### config.mk
export PLATFORM = sky130hd
export DESIGN_NAME = bms_top
export DESIGN_NICKNAME = d
export VERILOG_FILES = /design/src/include/bms_pkg.sv /design/src/include/bms_cfg_if.sv /design/src/design/bms_strap_cap.sv /design/src/design/bms_top.sv
export VERILOG_INCLUDE_DIRS = /design/src /design/src/include
export SDC_FILE = /design/constraint.sdc
export NUM_CORES = 1
export LEC_CHECK = 0
export BUFFER_PORTS_ARGS = -buffer_cell sky130_fd_sc_hd__buf_2
export CAP_MARGIN = 30
export CORE_ASPECT_RATIO = 1.25
export CORE_UTILIZATION = 38
export CTS_BUF_LIST = sky130_fd_sc_hd__clkbuf_2
export CTS_CLUSTER_SIZE = 24
export DETAILED_ROUTE_END_ITERATION = 10
export PLACE_DENSITY = 0.86
export SETUP_SLACK_MARGIN = 0.4
export SLEW_MARGIN = 20
export SYNTH_ARGS = -nofsm -noshare
export SYNTH_HDL_FRONTEND = slang
export SYNTH_HIERARCHICAL = 1
export SYNTH_SLANG_ARGS = --single-unit
export TNS_END_PERCENT = 50
### constraint.sdc
create_clock -name clk -period 0.9 [get_ports clk]
set_input_delay 0.135 -clock clk [delete_from_list [all_inputs] [get_ports clk]]
set_output_delay 0.135 -clock clk [all_outputs]
set_load 0.02 [all_outputs]
### src/include/bms_consts.svh
// Offsets, field positions, reset values and line counts for boot mode select.
// Assumes inclusion by bare name from files that need these figures.
`ifndef BMS_CONSTS_SVH
`define BMS_CONSTS_SVH

// ----------------------------------------
// Register offsets
// ----------------------------------------
`define BMS_OMR_OFS 4'h0
`define BMS_STAT_OFS 4'h1

// ----------------------------------------
// Operating mode register fields
// ----------------------------------------
`define BMS_MA_BIT 0
`define BMS_MB_BIT 1
`define BMS_OMR_RST 2'h0

// ----------------------------------------
// Status register fields
// ----------------------------------------
`define BMS_ST_BOOT_EXT 0
`define BMS_ST_MAP_EXT 1
`define BMS_ST_PSPACE_OK 2
`define BMS_ST_DEBUG_EN 3
`define BMS_ST_LOADED 4
`define BMS_ST_LINES_LSB 5
`define BMS_ST_LINES_MSB 9

// ----------------------------------------
// External address line counts
// ----------------------------------------
`define BMS_LINES_NARROW 5'h10
`define BMS_EXTRA_LINES 4

`endif

### src/include/bms_pkg.sv
// Types shared by the boot mode select modules.
// Assumes nothing beyond a SystemVerilog compiler.
`default_nettype none

package bms_pkg;
    typedef enum logic [0:0] {
        BMS_CAP_WAIT = 1'b0,
        BMS_CAP_DONE = 1'b1
    } bms_phase_t;
    typedef logic [3:0] bms_addr_t;
    typedef logic [15:0] bms_data_t;
    typedef logic [4:0] bms_lines_t;
endpackage

`default_nettype wire

### src/include/bms_cfg_if.sv
// Carrier of the captured mode bits from strap capture to the core.
// Assumes both ends share one clock.
`default_nettype none

interface bms_cfg_if;
    logic loaded;
    logic mb;
    logic ma;
    logic wide;
    modport cap (output loaded, output mb, output ma, output wide);
    modport core (input loaded, input mb, input ma, input wide);
endinterface

`default_nettype wire

### src/design/bms_strap_cap.sv
// Strap and security capture for boot mode select.
// Assumes straps and security level are stable across the reset release.
`include "bms_consts.svh"
`default_nettype none

module bms_strap_cap
    import bms_pkg::*;
(
    input wire logic clk,
    input wire logic rst,
    input wire logic flash_secure,
    input wire logic external_boot_strap,
    input wire logic wide_address_strap,
    bms_cfg_if.cap cfg
);
    bms_phase_t phase_r;

    // ----------------------------------------
    // Capture
    // ----------------------------------------
    // Async reset loads constants only; straps are taken on the first edge after release
    always_ff @(posedge clk or posedge rst)
    begin
        if (rst)
        begin
            phase_r <= BMS_CAP_WAIT;
            cfg.loaded <= 1'b0;
            cfg.mb <= 1'b0;
            cfg.ma <= 1'b0;
            cfg.wide <= 1'b0;
        end
        else if (phase_r == BMS_CAP_WAIT)
        begin
            phase_r <= BMS_CAP_DONE;
            cfg.loaded <= 1'b1;
            cfg.mb <= ~flash_secure;
            cfg.ma <= external_boot_strap & ~flash_secure;
            cfg.wide <= wide_address_strap;
        end
    end

    // ----------------------------------------
    // Checks
    // ----------------------------------------
    cap_hold_a: assert property (@(posedge clk) disable iff (rst)
        cfg.loaded |=> $stable({cfg.mb, cfg.ma, cfg.wide}) && cfg.loaded)
        else $error("mode bits moved after capture");
    secure_veto_a: assert property (@(posedge clk) disable iff (rst)
        cfg.ma |-> cfg.mb)
        else $error("external boot taken while secured");
    cap_once_a: assert property (@(posedge clk) disable iff (rst)
        $rose(cfg.loaded) |-> cfg.mb == !$past(flash_secure))
        else $error("security bit not taken from flash state");
endmodule

`default_nettype wire

### src/design/bms_top.sv
// Boot mode select core: operating mode register, effective mode outputs.
// Assumes a plain register port master and straps held through reset release.
`include "bms_consts.svh"
`default_nettype none

// Summary of operation
// - At reset the security bit is taken from flash security and the map bit from the boot pin, forced to zero when secured.
// - After reset a software write to the map bit changes the program memory map, unless secured at reset.
// - A software write to the security bit changes no operating behaviour.
// - With both bits zero the part boots inside, drives 16 lines, is secured, no debug.
// - A secured part asked to boot outside falls back to the all-zero mode.
// - Unsecured with the boot pin low the part boots inside with 16 address lines.
// - Unsecured with the boot pin high the part boots outside, width set by the wide strap.
// - The security bit is taken only at reset and ignores later flash changes.
// - Map bit zero picks the inside map, one the outside map, unless secured at reset.
// - A high wide strap at reset adds four address lines for 20 in all when the part boots outside.
module bms_top
    import bms_pkg::*;
#(
    parameter int EXTRA_LINES = `BMS_EXTRA_LINES
)
(
    input wire logic clk,
    input wire logic rst,
    input wire logic flash_secure,
    input wire logic external_boot_strap,
    input wire logic wide_address_strap,
    input wire bms_pkg::bms_addr_t addr,
    input wire bms_pkg::bms_data_t wdata,
    input wire logic wr,
    input wire logic rd,
    output var bms_pkg::bms_data_t rdata,
    output var logic boot_external,
    output var logic map_external,
    output var logic ext_pspace_allowed,
    output var logic debug_enable,
    output var bms_pkg::bms_lines_t addr_lines
);
    import bms_pkg::*;

    // ----------------------------------------
    // Parameter check
    // ----------------------------------------
    // Line count field is five bits wide
    generate
        if (EXTRA_LINES < 0 || EXTRA_LINES > 15)
        begin : g_bad
            $error("EXTRA_LINES out of range");
        end
    endgenerate

    localparam bms_lines_t LINES_WIDE = `BMS_LINES_NARROW + bms_lines_t'(EXTRA_LINES);
    localparam logic [1:0] OMR_RST_V = `BMS_OMR_RST;

    bms_cfg_if cfg ();

    bms_strap_cap u_cap (
        .clk(clk),
        .rst(rst),
        .flash_secure(flash_secure),
        .external_boot_strap(external_boot_strap),
        .wide_address_strap(wide_address_strap),
        .cfg(cfg.cap)
    );

    function automatic logic hit(input bms_addr_t a, input bms_addr_t ofs);
        hit = (a == ofs);
    endfunction

    logic loaded_q_r;
    logic ma_r;
    logic mb_r;
    logic load_evt;

    assign load_evt = cfg.loaded & ~loaded_q_r;

    // ----------------------------------------
    // Operating mode register
    // ----------------------------------------
    always_ff @(posedge clk or posedge rst)
    begin
        if (rst)
        begin
            loaded_q_r <= 1'b0;
        end
        else
        begin
            loaded_q_r <= cfg.loaded;
        end
    end

    // Capture wins over a same-cycle write; a write cannot land that early anyway
    always_ff @(posedge clk or posedge rst)
    begin
        if (rst)
        begin
            ma_r <= OMR_RST_V[`BMS_MA_BIT];
            mb_r <= OMR_RST_V[`BMS_MB_BIT];
        end
        else if (load_evt)
        begin
            ma_r <= cfg.ma;
            mb_r <= cfg.mb;
        end
        else if (wr && hit(addr, `BMS_OMR_OFS))
        begin
            ma_r <= wdata[`BMS_MA_BIT];
            mb_r <= wdata[`BMS_MB_BIT];
        end
    end

    // ----------------------------------------
    // Effective mode outputs
    // ----------------------------------------
    // Behaviour follows the captured security bit, never the writable copy
    always_ff @(posedge clk or posedge rst)
    begin
        if (rst)
        begin
            map_external <= 1'b0;
            boot_external <= 1'b0;
            ext_pspace_allowed <= 1'b0;
            debug_enable <= 1'b0;
            addr_lines <= `BMS_LINES_NARROW;
        end
        else
        begin
            map_external <= ma_r & cfg.mb;
            boot_external <= cfg.ma;
            ext_pspace_allowed <= cfg.mb;
            debug_enable <= cfg.mb;
            addr_lines <= (cfg.ma && cfg.wide) ? LINES_WIDE : `BMS_LINES_NARROW;
        end
    end

    // ----------------------------------------
    // Read port
    // ----------------------------------------
    bms_data_t stat;

    always_comb
    begin
        stat = '0;
        stat[`BMS_ST_BOOT_EXT] = boot_external;
        stat[`BMS_ST_MAP_EXT] = map_external;
        stat[`BMS_ST_PSPACE_OK] = ext_pspace_allowed;
        stat[`BMS_ST_DEBUG_EN] = debug_enable;
        stat[`BMS_ST_LOADED] = loaded_q_r;
        stat[`BMS_ST_LINES_MSB:`BMS_ST_LINES_LSB] = addr_lines;
    end

    // Unmapped reads and idle cycles return zero
    always_ff @(posedge clk or posedge rst)
    begin
        if (rst)
        begin
            rdata <= 16'h0000;
        end
        else if (rd && hit(addr, `BMS_OMR_OFS))
        begin
            rdata <= {14'h0000, mb_r, ma_r};
        end
        else if (rd && hit(addr, `BMS_STAT_OFS))
        begin
            rdata <= stat;
        end
        else
        begin
            rdata <= 16'h0000;
        end
    end

    // ----------------------------------------
    // Checks
    // ----------------------------------------
    map_write_a: assert property (@(posedge clk) disable iff (rst)
        loaded_q_r && wr && hit(addr, `BMS_OMR_OFS) && cfg.mb
        |-> ##2 map_external == $past(wdata[`BMS_MA_BIT], 2))
        else $error("map bit write did not reach the map");
    map_locked_a: assert property (@(posedge clk) disable iff (rst)
        loaded_q_r && !cfg.mb |=> !map_external)
        else $error("map moved while secured at reset");
    mb_inert_a: assert property (@(posedge clk) disable iff (rst)
        loaded_q_r && wr && hit(addr, `BMS_OMR_OFS)
        |-> ##2 $stable(debug_enable) && $stable(boot_external)
            && $stable(ext_pspace_allowed) && $stable(addr_lines))
        else $error("mode register write changed behaviour");
    zero_mode_a: assert property (@(posedge clk) disable iff (rst)
        loaded_q_r && !cfg.mb |=> !boot_external && !debug_enable
            && !ext_pspace_allowed && addr_lines == `BMS_LINES_NARROW)
        else $error("secured mode not fully applied");
    narrow_inside_a: assert property (@(posedge clk) disable iff (rst)
        loaded_q_r && cfg.mb && !cfg.ma
        |=> !boot_external && addr_lines == `BMS_LINES_NARROW)
        else $error("inside boot not on 16 lines");
    wide_outside_a: assert property (@(posedge clk) disable iff (rst)
        loaded_q_r && cfg.ma && cfg.wide |=> boot_external && addr_lines == LINES_WIDE)
        else $error("wide strap did not widen the bus");
    read_omr_a: assert property (@(posedge clk) disable iff (rst)
        rd && hit(addr, `BMS_OMR_OFS) && !load_evt && !wr
        |=> rdata == {14'h0000, $past(mb_r), $past(ma_r)})
        else $error("mode register readback wrong");
    load_copy_a: assert property (@(posedge clk) disable iff (rst)
        load_evt |=> ma_r == cfg.ma && mb_r == cfg.mb)
        else $error("captured bits not loaded");
    boot_outside_a: assert property (@(posedge clk) disable iff (rst)
        loaded_q_r && cfg.ma |=> boot_external && ext_pspace_allowed && debug_enable)
        else $error("outside boot not applied");
    narrow_outside_a: assert property (@(posedge clk) disable iff (rst)
        loaded_q_r && cfg.ma && !cfg.wide |=> addr_lines == `BMS_LINES_NARROW)
        else $error("outside boot widened without the strap");
    mb_kept_a: assert property (@(posedge clk) disable iff (rst)
        loaded_q_r && wr && hit(addr, `BMS_OMR_OFS) |=> mb_r == $past(wdata[`BMS_MB_BIT]))
        else $error("security bit write not stored");

    cov_ext_wide_c: cover property (@(posedge clk) disable iff (rst)
        boot_external && addr_lines == LINES_WIDE);
    cov_secured_c: cover property (@(posedge clk) disable iff (rst)
        loaded_q_r && !cfg.mb);
    cov_map_flip_c: cover property (@(posedge clk) disable iff (rst)
        $fell(map_external));
    cov_inside_open_c: cover property (@(posedge clk) disable iff (rst)
        loaded_q_r && cfg.mb && !cfg.ma);
    cov_mb_write_c: cover property (@(posedge clk) disable iff (rst)
        loaded_q_r && wr && hit(addr, `BMS_OMR_OFS) && wdata[`BMS_MB_BIT] != mb_r);
endmodule

`default_nettype wire

Yosys cells after proc, flatten, opt, wreduce, memory -nomap -nowiden
Index checks and enable logic that the tools add are counted.
{ "totals": {"reg_bits": 32} }
{ "op_classes": {"n_eq_ne": 1, "n_reduce_logical": 6, "bitwise_logic": 5, "n_mux": 7} }
{ "ops": {"columns": ["op", "count"], "rows": [
  ["10-bit 2-to-1 mux", 2],
  ["4-bit by 1-bit == test with 1-bit output, second input constant", 1],
  ["1-bit logical AND", 4],
  ["4-bit logical NOT", 1],
  ["1-bit 2-to-1 mux", 4],
  ["1-bit bitwise AND", 3],
  ["3-bit 2-to-1 mux", 1],
  ["1-bit NOT", 2],
  ["2-bit nonzero test", 1]
]} }

Depth between registers and ports, before layout
Gate-level depths: netlist of the first run.
{ "logic_depth": {"ltp_word": 4, "depth_mapped": 3, "mapped_depth_nobuf": 3} }

By module
The synthesis of the first run kept the hierarchy.
{ "modules_own_cells": {"columns": ["mod", "area_per_inst_um2", "cells_each", "seq_area_each_um2", "instances"], "rows": [
  ["bms_top", 599.3, 54, 325.3, 1],
  ["bms_strap_cap", 176.4, 13, 125.1, 1]
]} }

Worst setup path before layout of the first run
OpenSTA, ideal clock, no wires.
{ "synth_path": {"path_kind": "reg2reg", "startpoint": "register u_cap.phase_r", "endpoint": "register u_cap.cfg.wide", "arrival_ns": 0.723, "path_stages_with_launch": 2, "slack_ns": 0.052, "synth_period_minus_slack_ns": 0.848, "path_buffers": 0, "setup_ns": 0.125, "t_required_ns": 0.775, "cell_sequence": "dfrtp_1 mux2_2"} }
{ "synth_lines": {"columns": ["element", "line", "source"], "rows": [
  ["from (decl)", "bms_strap_cap.sv:16", "bms_phase_t phase_r;"],
  ["from (signal assigned)", "bms_strap_cap.sv:26", "phase_r <= BMS_CAP_WAIT;"],
  ["from (signal assigned)", "bms_strap_cap.sv:34", "phase_r <= BMS_CAP_DONE;"],
  ["to (signal assigned)", "bms_strap_cap.sv:38", "cfg.wide <= wide_address_strap;"],
  ["to (decl)", "bms_cfg_if.sv:10", "modport cap (output loaded, output mb, output ma, output wide);"]
]} }
No word-level cell between the ends.

Worst setup path in the final report of the first run
{ "layout_path": {"startpoint": "register debug_enable", "endpoint": "output port debug_enable"} }
{ "layout_lines": {"columns": ["element", "line", "source"], "rows": [
  ["from (decl)", "bms_top.sv:36", "output var logic debug_enable,"],
  ["from (signal assigned)", "bms_top.sv:131", "debug_enable <= cfg.mb;"]
]} }
No word-level cell between the ends.

==> flow_summary.ini, run 1 <==
[outcome]
result_of_the_run = finished with violations
violated_checks = hold timing, setup timing

[global_route]
grt_max_degree = 14
grt_pass1_wl_mm = 2.04
grt_overflow_total = 0
vias_in_the_first_global_route = 492
antenna_violations_before_repair = 0
track_usage_pct = 12.8

[sta]
final.setup.tns_ns = -0.986
rsz0062_at_grt = yes
timing.clock.skew_ns = 0.000738
hold_viol_final = 18
clock.fmax_ghz = 0.984
min_period_ns = 1.02
timing.final.max_slew_violations = 0
worst_hold_slack_ns = -0.246
finalCritPeriodShare_pct = 113
layout_setup_ws_ns = -0.116
setup_violations = 12

[placed_design]
place.detailed.instances = 107
globalplace.congestion = 0.771
port-buffer-count = 24
place.detailed.hpwl_um = 918
postPlaceCellArea_um2 = 871

[clock_network]
clkLatencyLatePin_ns = 0.29
cts_inserted_buffers = 3
clk_pin_slew_worst_paths_ns = 0.15
cts_tree = built
cts-hold-fix-buffers = 1
h-tree-depth = 1
clk_path_buf_depth = 2
numClockSinks = 18
clk_root_buffer_cell = sky130_fd_sc_hd__clkbuf_2

[drt]
via_total_after_detailed_routing = 535
routed_wl_mm = 1.30
route.detailed.drc = 0
drt-vias-per-instance = 4.73
drt-initial-drc-count = 6
ant_nets = 0
wl_per_cell_um = 11.5
detailed_router_iteration_count_before_antenna_repair = 6

[finish]
final_core_util_pct = 54.9
final_net_count = 123
finalInstanceArea_mm2 = 0.00102
seqCellArea_um2 = 457
multi_input_combinational_cell_area_um2 = 275
number_of_standard_cells_in_the_final_layout_excluding_fillers = 113
flow.area_growth_from_synthesis_pct = 31.0
drive_gt1_share_pct = 47.9
most-common-layout-cells = sky130_fd_sc_hd__conb_1, sky130_fd_sc_hd__buf_6, sky130_fd_sc_hd__dfrtp_1, sky130_fd_sc_hd__buf_2, sky130_fd_sc_hd__dfrtp_2
number_of_filler_instances_in_the_final_layout = 168
antennaDiodeCount = 0

[power]
design_power_total_w = 0.00154
power.ir.vdd_worst_mv = 0.708
power_frac_seq_pct = 59.8
power_report.internal_total_w = 0.00110
p_leak_nw = 0.524
netSwitchingPower_w = 0.000442
switching_share_pct = 28.7
power_share_of_the_combinational_group_pct = 19.3
power.density_mw_per_mm2 = 1510
pwr-share-clk_pct = 20.9

[setup_path]
worst-endpoint-required_ns = 0.76
critical_path.top_delay_family = flip-flops
crit_chain = buf_6
cp_slowest_stage_delay_ns = 0.46
r2r.worst_path.cells = 1
cp_num_buf_inv = 1
reg2reg_to = u_cap/cfg.wide
worst-setup-path-type = flip-flop to output port
startpoint_type = flip-flop
worst-endpoint-arrival_ns = 0.88
timing.reg2reg.setup_slack_ns = 0.01
worst_r2r_startpoint = u_cap/phase_r
critical_path.slowest_cell = sky130_fd_sc_hd__dfrtp_2
cp-end-kind = output port
crit_fanout = 3

[floorplanning]
initial_core_utilization_pct = 41.9
chipHeight_um = 52.5
floorplan.io_pins = 52
core-area_mm2 = 0.00185
dieArea_mm2 = 0.00223
die_w_um = 42.4
core_rows = 17

[synthesis]
yosys.area.top_type_share_pct = 58.1
post_synth.cell_area_avg_um2 = 11.6
synth-seq-cells = 18
synth_area_um2 = 776
synthDistinctLibCells = 17
syn_inst = 67
post_synth_main_area_contributors = sky130_fd_sc_hd__dfrtp_1, sky130_fd_sc_hd__buf_4, sky130_fd_sc_hd__and2_1, sky130_fd_sc_hd__mux2i_1, sky130_fd_sc_hd__nand2b_1
synth_warn = 6
synth-seq-area-share_pct = 58.1
synth.largest_area_cell = sky130_fd_sc_hd__dfrtp_1

[flow_run]
max_cap_violations = 0

[min_path]
min-delay-path-class = input pin to asynchronous set/reset pin
## final cells by class
cell class	count	share of cell area (%)
clock buffers	3	1.48
inverters	3	1.48
repair inverters	1	0.493
flip-flops and latches	18	45.0
well taps	19	2.34
repair buffers	27	22.2
multi-input cells	42	27.1
## routing by layer
metal  vias to the layer above  GRT usage (%)  part of all wire (%)
li1                        242              -                     -
met1                       254           12.0                    34
met2                        35           24.9                    56
met4                         0           6.77                   2.1
met5                         -              0                     0
met3                         4           3.45                   7.7
## power by group through the flow
stage / Combinational, W / Clock (W) / Sequential [W]
2_1_floorplan: 0.000188 / 0 / 0.000942
3_3_place_gp: 0.000233 / 0 / 0.000918
3_5_place_dp: 0.000242 / 0 / 0.000923
4_1_cts: 0.000291 / 0.000315 / 0.000912
5_1_grt: 0.000321 / 0.000355 / 0.000926
6_report: 0.000296 / 0.000322 / 0.000920
## flip-flops by register name, summed over array words and instances, names as in the netlist
| register | cells |
|---|---|
| rdata | 6 |
| addr_lines | 1 |
| boot_external | 1 |
| debug_enable | 1 |
| loaded_q_r | 1 |
| ma_r | 1 |
| map_external | 1 |
| mb_r | 1 |
| u_cap/cfg.loaded | 1 |
| u_cap/cfg.ma | 1 |
| u_cap/cfg.mb | 1 |
| u_cap/cfg.wide | 1 |
| u_cap/phase_r | 1 |
## Yosys cell counts
cell type / n
sky130_fd_sc_hd__a22o_1: 1
sky130_fd_sc_hd__nand2b_1: 3
sky130_fd_sc_hd__and2_1: 5
sky130_fd_sc_hd__conb_1: 3
sky130_fd_sc_hd__dfrtp_1: 18
sky130_fd_sc_hd__nand2_1: 1
sky130_fd_sc_hd__o21ai_1: 2
sky130_fd_sc_hd__buf_4: 15
sky130_fd_sc_hd__mux2_2: 1
sky130_fd_sc_hd__mux2i_1: 3
sky130_fd_sc_hd__a31oi_1: 2
sky130_fd_sc_hd__nor2_1: 5
sky130_fd_sc_hd__and3_4: 1
sky130_fd_sc_hd__or3_1: 1
sky130_fd_sc_hd__nand4b_1: 2
sky130_fd_sc_hd__inv_1: 3
sky130_fd_sc_hd__nor3_2: 1
## metrics by stage
| stage | hold WS (ns) | setup WS, ns |
|---|---|---|
| 2_1_floorplan | -0.0865 | 0.0668 |
| 3_3_place_gp | 0.0432 | -0.0661 |
| 3_5_place_dp | 0.0524 | -0.0923 |
| 4_1_cts | 0.0327 | -0.106 |
| 5_1_grt | -0.257 | -0.148 |
| 6_report | -0.246 | -0.116 |
## how the worst max path moves through the flow
stage | startpoint | end | slack [ns] | cells after the start
after floorplan | addr[2] | ma_r | 0.07 | 3
after global placement | addr[2] | ma_r | -0.07 | 4
after detailed placement | addr[3] | mb_r | -0.09 | 4
after CTS | debug_enable | debug_enable | -0.11 | 1
after global routing | debug_enable | debug_enable | -0.15 | 1
final | debug_enable | debug_enable | -0.12 | 1
## timing repair
action                     4_1_cts  5_1_grt
buffers inserted                 2        0
hold endpoints to repair        18       18
cloned                           0        1
gates resized for setup         24        8
pin swaps                       12        8
setup endpoints to repair       29       42
## logic make-up after synthesis
logic type	Yosys count	synth area share [%]
simple gates	19	15.2
other cells	3	1.45
mux	4	5.32
flops	18	58.1
buf+inv	18	16.0
compound gates	5	4.03
Power figures use the tool's default switching activity.
==> run 2, diff against run 1 <==
--- a/config.mk
+++ b/config.mk
@@ -9,7 +9,7 @@
 export BUFFER_PORTS_ARGS = -buffer_cell sky130_fd_sc_hd__buf_2
 export CAP_MARGIN = 30
 export CORE_ASPECT_RATIO = 1.25
-export CORE_UTILIZATION = 38
+export CORE_UTILIZATION = 40
 export CTS_BUF_LIST = sky130_fd_sc_hd__clkbuf_2
 export CTS_CLUSTER_SIZE = 24
 export DETAILED_ROUTE_END_ITERATION = 10
@@ -18,6 +18,5 @@
 export SLEW_MARGIN = 20
 export SYNTH_ARGS = -nofsm -noshare
 export SYNTH_HDL_FRONTEND = slang
-export SYNTH_HIERARCHICAL = 1
 export SYNTH_SLANG_ARGS = --single-unit
 export TNS_END_PERCENT = 50
==> constraint.sdc (replaced) <==
create_clock -name clk -period 1.15 [get_ports clk]
set_input_delay 0.1725 -clock clk [delete_from_list [all_inputs] [get_ports clk]]
set_output_delay 0.1725 -clock clk [all_outputs]
set_load 0.02 [all_outputs]
==> run 2 against run 1 <==
Net effect:
- the run now ends clean
- clock power down 19%
- sequential share of layout area up 1.0 points
- clock skew up 0.0026 ns
- first-iteration DRC count down 83%
- area after synthesis down 0.32%
==> flow_summary.ini, run 2 <==
[placed_design]
place.detailed.instances = 109
place_worst_setup_slack_ns = -0.0586
port-buffer-count = 24
globalplace.congestion = 0.685
place.detailed.hpwl_um = 906

[clock_network]
numClockSinks = 18
clk_path_buf_depth = 2
cts_tree = built
h-tree-depth = 1
cts_inserted_buffers = 3
clk_pin_slew_worst_paths_ns = 0.16
clk_root_buffer_cell = sky130_fd_sc_hd__clkbuf_2
clkLatencyLatePin_ns = 0.29

[global_route]
antenna_violations_before_repair = 0
vias_in_the_first_global_route = 524
grt_max_degree = 19
grt_overflow_total = 0
track_usage_pct = 14.9
grt_pass1_wl_mm = 2.07

[setup_path]
crit_chain = buf_6
cp_slowest_stage_delay_ns = 0.44
crit_fanout = 3
startpoint_type = flip-flop
cp_num_buf_inv = 1
timing.reg2reg.setup_slack_ns = 0.24
critical_path.slowest_cell = sky130_fd_sc_hd__dfrtp_1
worst-endpoint-arrival_ns = 0.88
cp-end-kind = output port
worst-endpoint-required_ns = 0.98
worst-setup-path-type = flip-flop to output port
critical_path.top_delay_family = flip-flops

[floorplanning]
die_w_um = 41.3
dieArea_mm2 = 0.00211
core-area_mm2 = 0.00179
floorplan.io_pins = 52
core_rows = 17
initial_core_utilization_pct = 43.3
chipHeight_um = 51.2

[sta]
layout_setup_ws_ns = 0.102
final.setup.tns_ns = 0
rsz0062_at_grt = yes
finalCritPeriodShare_pct = 91.1
timing.final.max_slew_violations = 0
min_period_ns = 1.05
setup_violations = 0
timing.clock.skew_ns = 0.00334
worst_hold_slack_ns = 0.0445
clock.fmax_ghz = 0.954
hold_viol_final = 0

[synthesis]
post_synth_main_area_contributors = sky130_fd_sc_hd__dfrtp_1, sky130_fd_sc_hd__buf_4, sky130_fd_sc_hd__and2_1, sky130_fd_sc_hd__mux2i_1, sky130_fd_sc_hd__nor2_1
synthDistinctLibCells = 16
ys_top_cells_by_count = sky130_fd_sc_hd__dfrtp_1, sky130_fd_sc_hd__buf_4, sky130_fd_sc_hd__nor2_1
synth.largest_area_cell = sky130_fd_sc_hd__dfrtp_1
synth-seq-area-share_pct = 58.3
post_synth.cell_area_avg_um2 = 11.5
synth_warn = 0
synthAdderAreaFrac_pct = 0
syn_inst = 67
post_synth_and_or_nand_nor_area_fraction_pct = 14.9
yosys.area.top_type_share_pct = 58.3
synth-seq-cells = 18
synth_area_um2 = 773
synth_top_family_by_area = buffers and inverters
yosys.area_share.xor_xnor_pct = 0
synth_compound_area_share_pct = 4.05
post_synth_mux_area_share_pct = 5.34
yosysMostFrequentCell = sky130_fd_sc_hd__dfrtp_1
synthFlopType = sky130_fd_sc_hd__dfrtp_1
synth_edf_count = 0
synth_async_sr_flop_share_pct = 100

[flow_run]
max_cap_violations = 0

[drt]
ant_nets = 0
routed_wl_mm = 1.27
detailed_router_iteration_count_before_antenna_repair = 2
drt-initial-drc-count = 1
drt-vias-per-instance = 4.55
route.detailed.drc = 0
via_total_after_detailed_routing = 523
wl_per_cell_um = 11.0

[power]
power.density_mw_per_mm2 = 1230
power.ir.vdd_worst_mv = 0.627
p_leak_nw = 0.515

[finish]
drive_gt1_share_pct = 35.4
final_core_util_pct = 54.8
most-common-layout-cells = sky130_fd_sc_hd__dfrtp_1, sky130_fd_sc_hd__conb_1, sky130_fd_sc_hd__buf_2, sky130_fd_sc_hd__buf_6, sky130_fd_sc_hd__nor2_1
largest_register = rdata
number_of_standard_cells_in_the_final_layout_excluding_fillers = 115
layout_commonest_cell = sky130_fd_sc_hd__dfrtp_1
flow.area_growth_from_synthesis_pct = 26.7
final_net_count = 124
largest_reg_flops = 6
antennaDiodeCount = 0

[min_path]
min-delay-path-class = input pin to flip-flop

[outcome]
result_of_the_run = finished, final reports clean
==> run 2: path summary, 6_finish.rpt <==
kind                                   to        startpoint  cells past startpoint
setup / recovery             debug_enable      debug_enable                      1
hold reg to reg                loaded_q_r  u_cap.cfg.loaded                      0
min in group asynchronous        rdata[3]               rst                      4
max in group asynchronous      loaded_q_r               rst                      4
hold / removal               u_cap.cfg.mb      flash_secure                      2
setup reg to reg           u_cap.cfg.wide     u_cap.phase_r                      1
==> run 2: area by class of cell <==
type                            instances  area, µm²
Inverter                                4       15.0
Clock buffer                            3       15.0
Multi-Input combinational cell         42        244
Fill cell                             154        807
Sequential cell                        18        450
Tap cell                               19       23.8
Timing Repair Buffer                   28        228
Clock inverter                          1       3.75
==> run 2: per-layer routing <==
layer / GRT usage (%) / vias to the layer above / wire length (µm)
li1: - / 244 / -
met1: 13.7 / 253 / 424
met2: 28.6 / 24 / 745
met3: 3.91 / 2 / 80
met4: 4.84 / 0 / 17
met5: 0 / - / 0
==> run 2: cells by family after synthesis <==
logic type	count (synthesis)
AO/OA/AOI/OAI	5
flip-flops	18
multiplexers	4
buffers and inverters	19
other	2
AND/OR/NAND/NOR	19
==> run 2: power breakdown <==
part / switching, W / internal, W / total, W
Sequential: 0.0000347 / 0.000678 / 0.000712
Clock: 0.000187 / 0.0000756 / 0.000262
Combinational: 0.000126 / 0.000100 / 0.000226
==> run 2: through the flow <==
stage / power (W) / area, µm²
floorplan: 0.000877 / 822
global placement: 0.000898 / 868
detailed placement: 0.000908 / 868
CTS: 0.00119 / 928
global route: 0.00128 / 980
finish: 0.00120 / 980
==> run 2: timing repair <==
item,CTS,global route
gates resized for setup,10,14
setup endpoints to repair,19,22
buffers inserted,0,1
endpoints found under the hold margin,18,0
hold buffers,1,0
pin swaps,0,0
gates cloned,0,0
==> run 3, diff against run 2 <==
--- a/config.mk
+++ b/config.mk
@@ -13,6 +13,7 @@
 export CTS_BUF_LIST = sky130_fd_sc_hd__clkbuf_2
 export CTS_CLUSTER_SIZE = 24
 export DETAILED_ROUTE_END_ITERATION = 10
+export HOLD_SLACK_MARGIN = 0.06
 export PLACE_DENSITY = 0.86
 export SETUP_SLACK_MARGIN = 0.4
 export SLEW_MARGIN = 20
==> run 3 against run 2 <==
Net effect:
- register-to-register slack is essentially flat
- maximum frequency is essentially flat
- non-clock buffer count grew 1
- critical path type unchanged
- critical endpoint unchanged
==> flow_summary.ini, run 3 (synthesis results as in run 2) <==
[sta]
min_period_ns = 1.05
finalCritPeriodShare_pct = 91.1
clock.fmax_ghz = 0.955
rsz0062_at_grt = yes
final.setup.tns_ns = 0
setup_violations = 0
timing.final.max_slew_violations = 0
timing.clock.skew_ns = 0.00341
hold_viol_final = 0
worst_hold_slack_ns = 0.0879

[setup_path]
timing.reg2reg.setup_slack_ns = 0.24
worst-setup-path-type = flip-flop to output port
cp_num_buf_inv = 1
startpoint_type = flip-flop
reg2reg_to = u_cap.cfg.wide
crit_chain = buf_6
cp_slowest_stage_delay_ns = 0.44
r2r.worst_path.cells = 1
crit_fanout = 3
cp-end-kind = output port
critical_path.slowest_cell = sky130_fd_sc_hd__dfrtp_1
critical_path.top_delay_family = flip-flops
worst_r2r_startpoint = u_cap.phase_r
worst-endpoint-required_ns = 0.98
worst-endpoint-arrival_ns = 0.88

[power]
design_power_total_w = 0.00120
power.ir.vdd_worst_mv = 0.627
power.density_mw_per_mm2 = 1220
p_leak_nw = 0.519

[min_path]
min-delay-start = external_boot_strap
worst_hold_path.num_cells = 2
min_to = u_cap.cfg.ma
min-delay-path-class = input pin to flip-flop

[drt]
drt-vias-per-instance = 4.54
ant_nets = 0
routed_wl_mm = 1.27
via_total_after_detailed_routing = 527
wl_per_cell_um = 11.0
detailed_router_iteration_count_before_antenna_repair = 2
route.detailed.drc = 0
drt-initial-drc-count = 1

[floorplanning]
initial_core_utilization_pct = 43.3
chipHeight_um = 51.2
floorplan.io_pins = 52
core-area_mm2 = 0.00179
die_w_um = 41.3
core_rows = 17
dieArea_mm2 = 0.00211

[flow_run]
max_cap_violations = 0

[clock_network]
cts_inserted_buffers = 3
clk_path_buf_depth = 2
clk_root_buffer_cell = sky130_fd_sc_hd__clkbuf_2
cts-hold-fix-buffers = 2
cts_tree = built
h-tree-depth = 1
numClockSinks = 18
clk_pin_slew_worst_paths_ns = 0.16
clkLatencyLatePin_ns = 0.29

[finish]
seqCellArea_um2 = 450
flow.area_growth_from_synthesis_pct = 28.0
final_net_count = 125
drive_gt1_share_pct = 35.1
most-common-layout-cells = sky130_fd_sc_hd__dfrtp_1, sky130_fd_sc_hd__conb_1, sky130_fd_sc_hd__buf_2, sky130_fd_sc_hd__buf_6, sky130_fd_sc_hd__nor2_1
multi_input_combinational_cell_area_um2 = 244
largest_reg_flops = 6
antennaDiodeCount = 0
largest_register = rdata
number_of_filler_instances_in_the_final_layout = 153
final_core_util_pct = 55.4
layout_commonest_cell = sky130_fd_sc_hd__dfrtp_1

[global_route]
grt_pass1_wl_mm = 2.07
grt_overflow_total = 0
track_usage_pct = 14.9
antenna_violations_before_repair = 0
vias_in_the_first_global_route = 522
grt_max_degree = 19

[placed_design]
place.detailed.hpwl_um = 906
port-buffer-count = 24
globalplace.congestion = 0.685

[outcome]
result_of_the_run = finished, final reports clean
-- run 3: changes by cell type in the layout (fill, tap and decap cells not counted), sizes merged --
cell         delta
dlygate4sd3     +1
-- run 3: through the flow --
| step | setup WS (ns) | cells | instance area (µm²) |
|---|---|---|---|
| floorplan | 0.123 | 79 | 822 |
| global placement | -0.0336 | 109 | 868 |
| detailed placement | -0.0586 | 109 | 868 |
| CTS | 0.105 | 115 | 938 |
| global route | 0.0309 | 116 | 990 |
| finish | 0.102 | 116 | 990 |
-- run 3: how the worst max path moves through the flow --
stage,startpoint,cells past startpoint,endpoint
2_1_floorplan,addr[1],3,ma_r
3_3_place_gp,addr[1],4,ma_r
3_5_place_dp,addr[1],4,ma_r
4_1_cts,rdata[3],1,rdata[3]
5_1_grt,rdata[3],1,rdata[3]
6_report,debug_enable,1,debug_enable
-- run 3: what timing repair did --
| action | 4_1_cts | 5_1_grt |
|---|---|---|
| gates resized for setup | 10 | 14 |
| endpoints found under the setup margin | 19 | 22 |
| setup buffers | 0 | 1 |
| gates cloned | 0 | 0 |
| endpoints found under the hold margin | 19 | 1 |
-- run 3: final cells by class --
type	instances	share of cell area, %
Inverter	4	1.52
Clock inverter	1	0.379
Clock buffer	3	1.52
Sequential cell	18	45.5
Tap cell	19	2.40
Timing Repair Buffer	29	24.0
Multi-Input combinational cell	42	24.7
-- run 3: per-layer routing --
metal / track usage, % / share of wire (%)
met2: 28.6 / 59
met5: 0 / 0
met4: 4.84 / 1.3
met3: 3.91 / 6.3
met1: 13.7 / 34
-- run 3: report_power, final --
part / internal (W) / switching [W]
sequential: 0.000678 / 0.0000347
clock: 0.0000756 / 0.000187
combinational: 0.000102 / 0.000126
total: 0.000856 / 0.000347
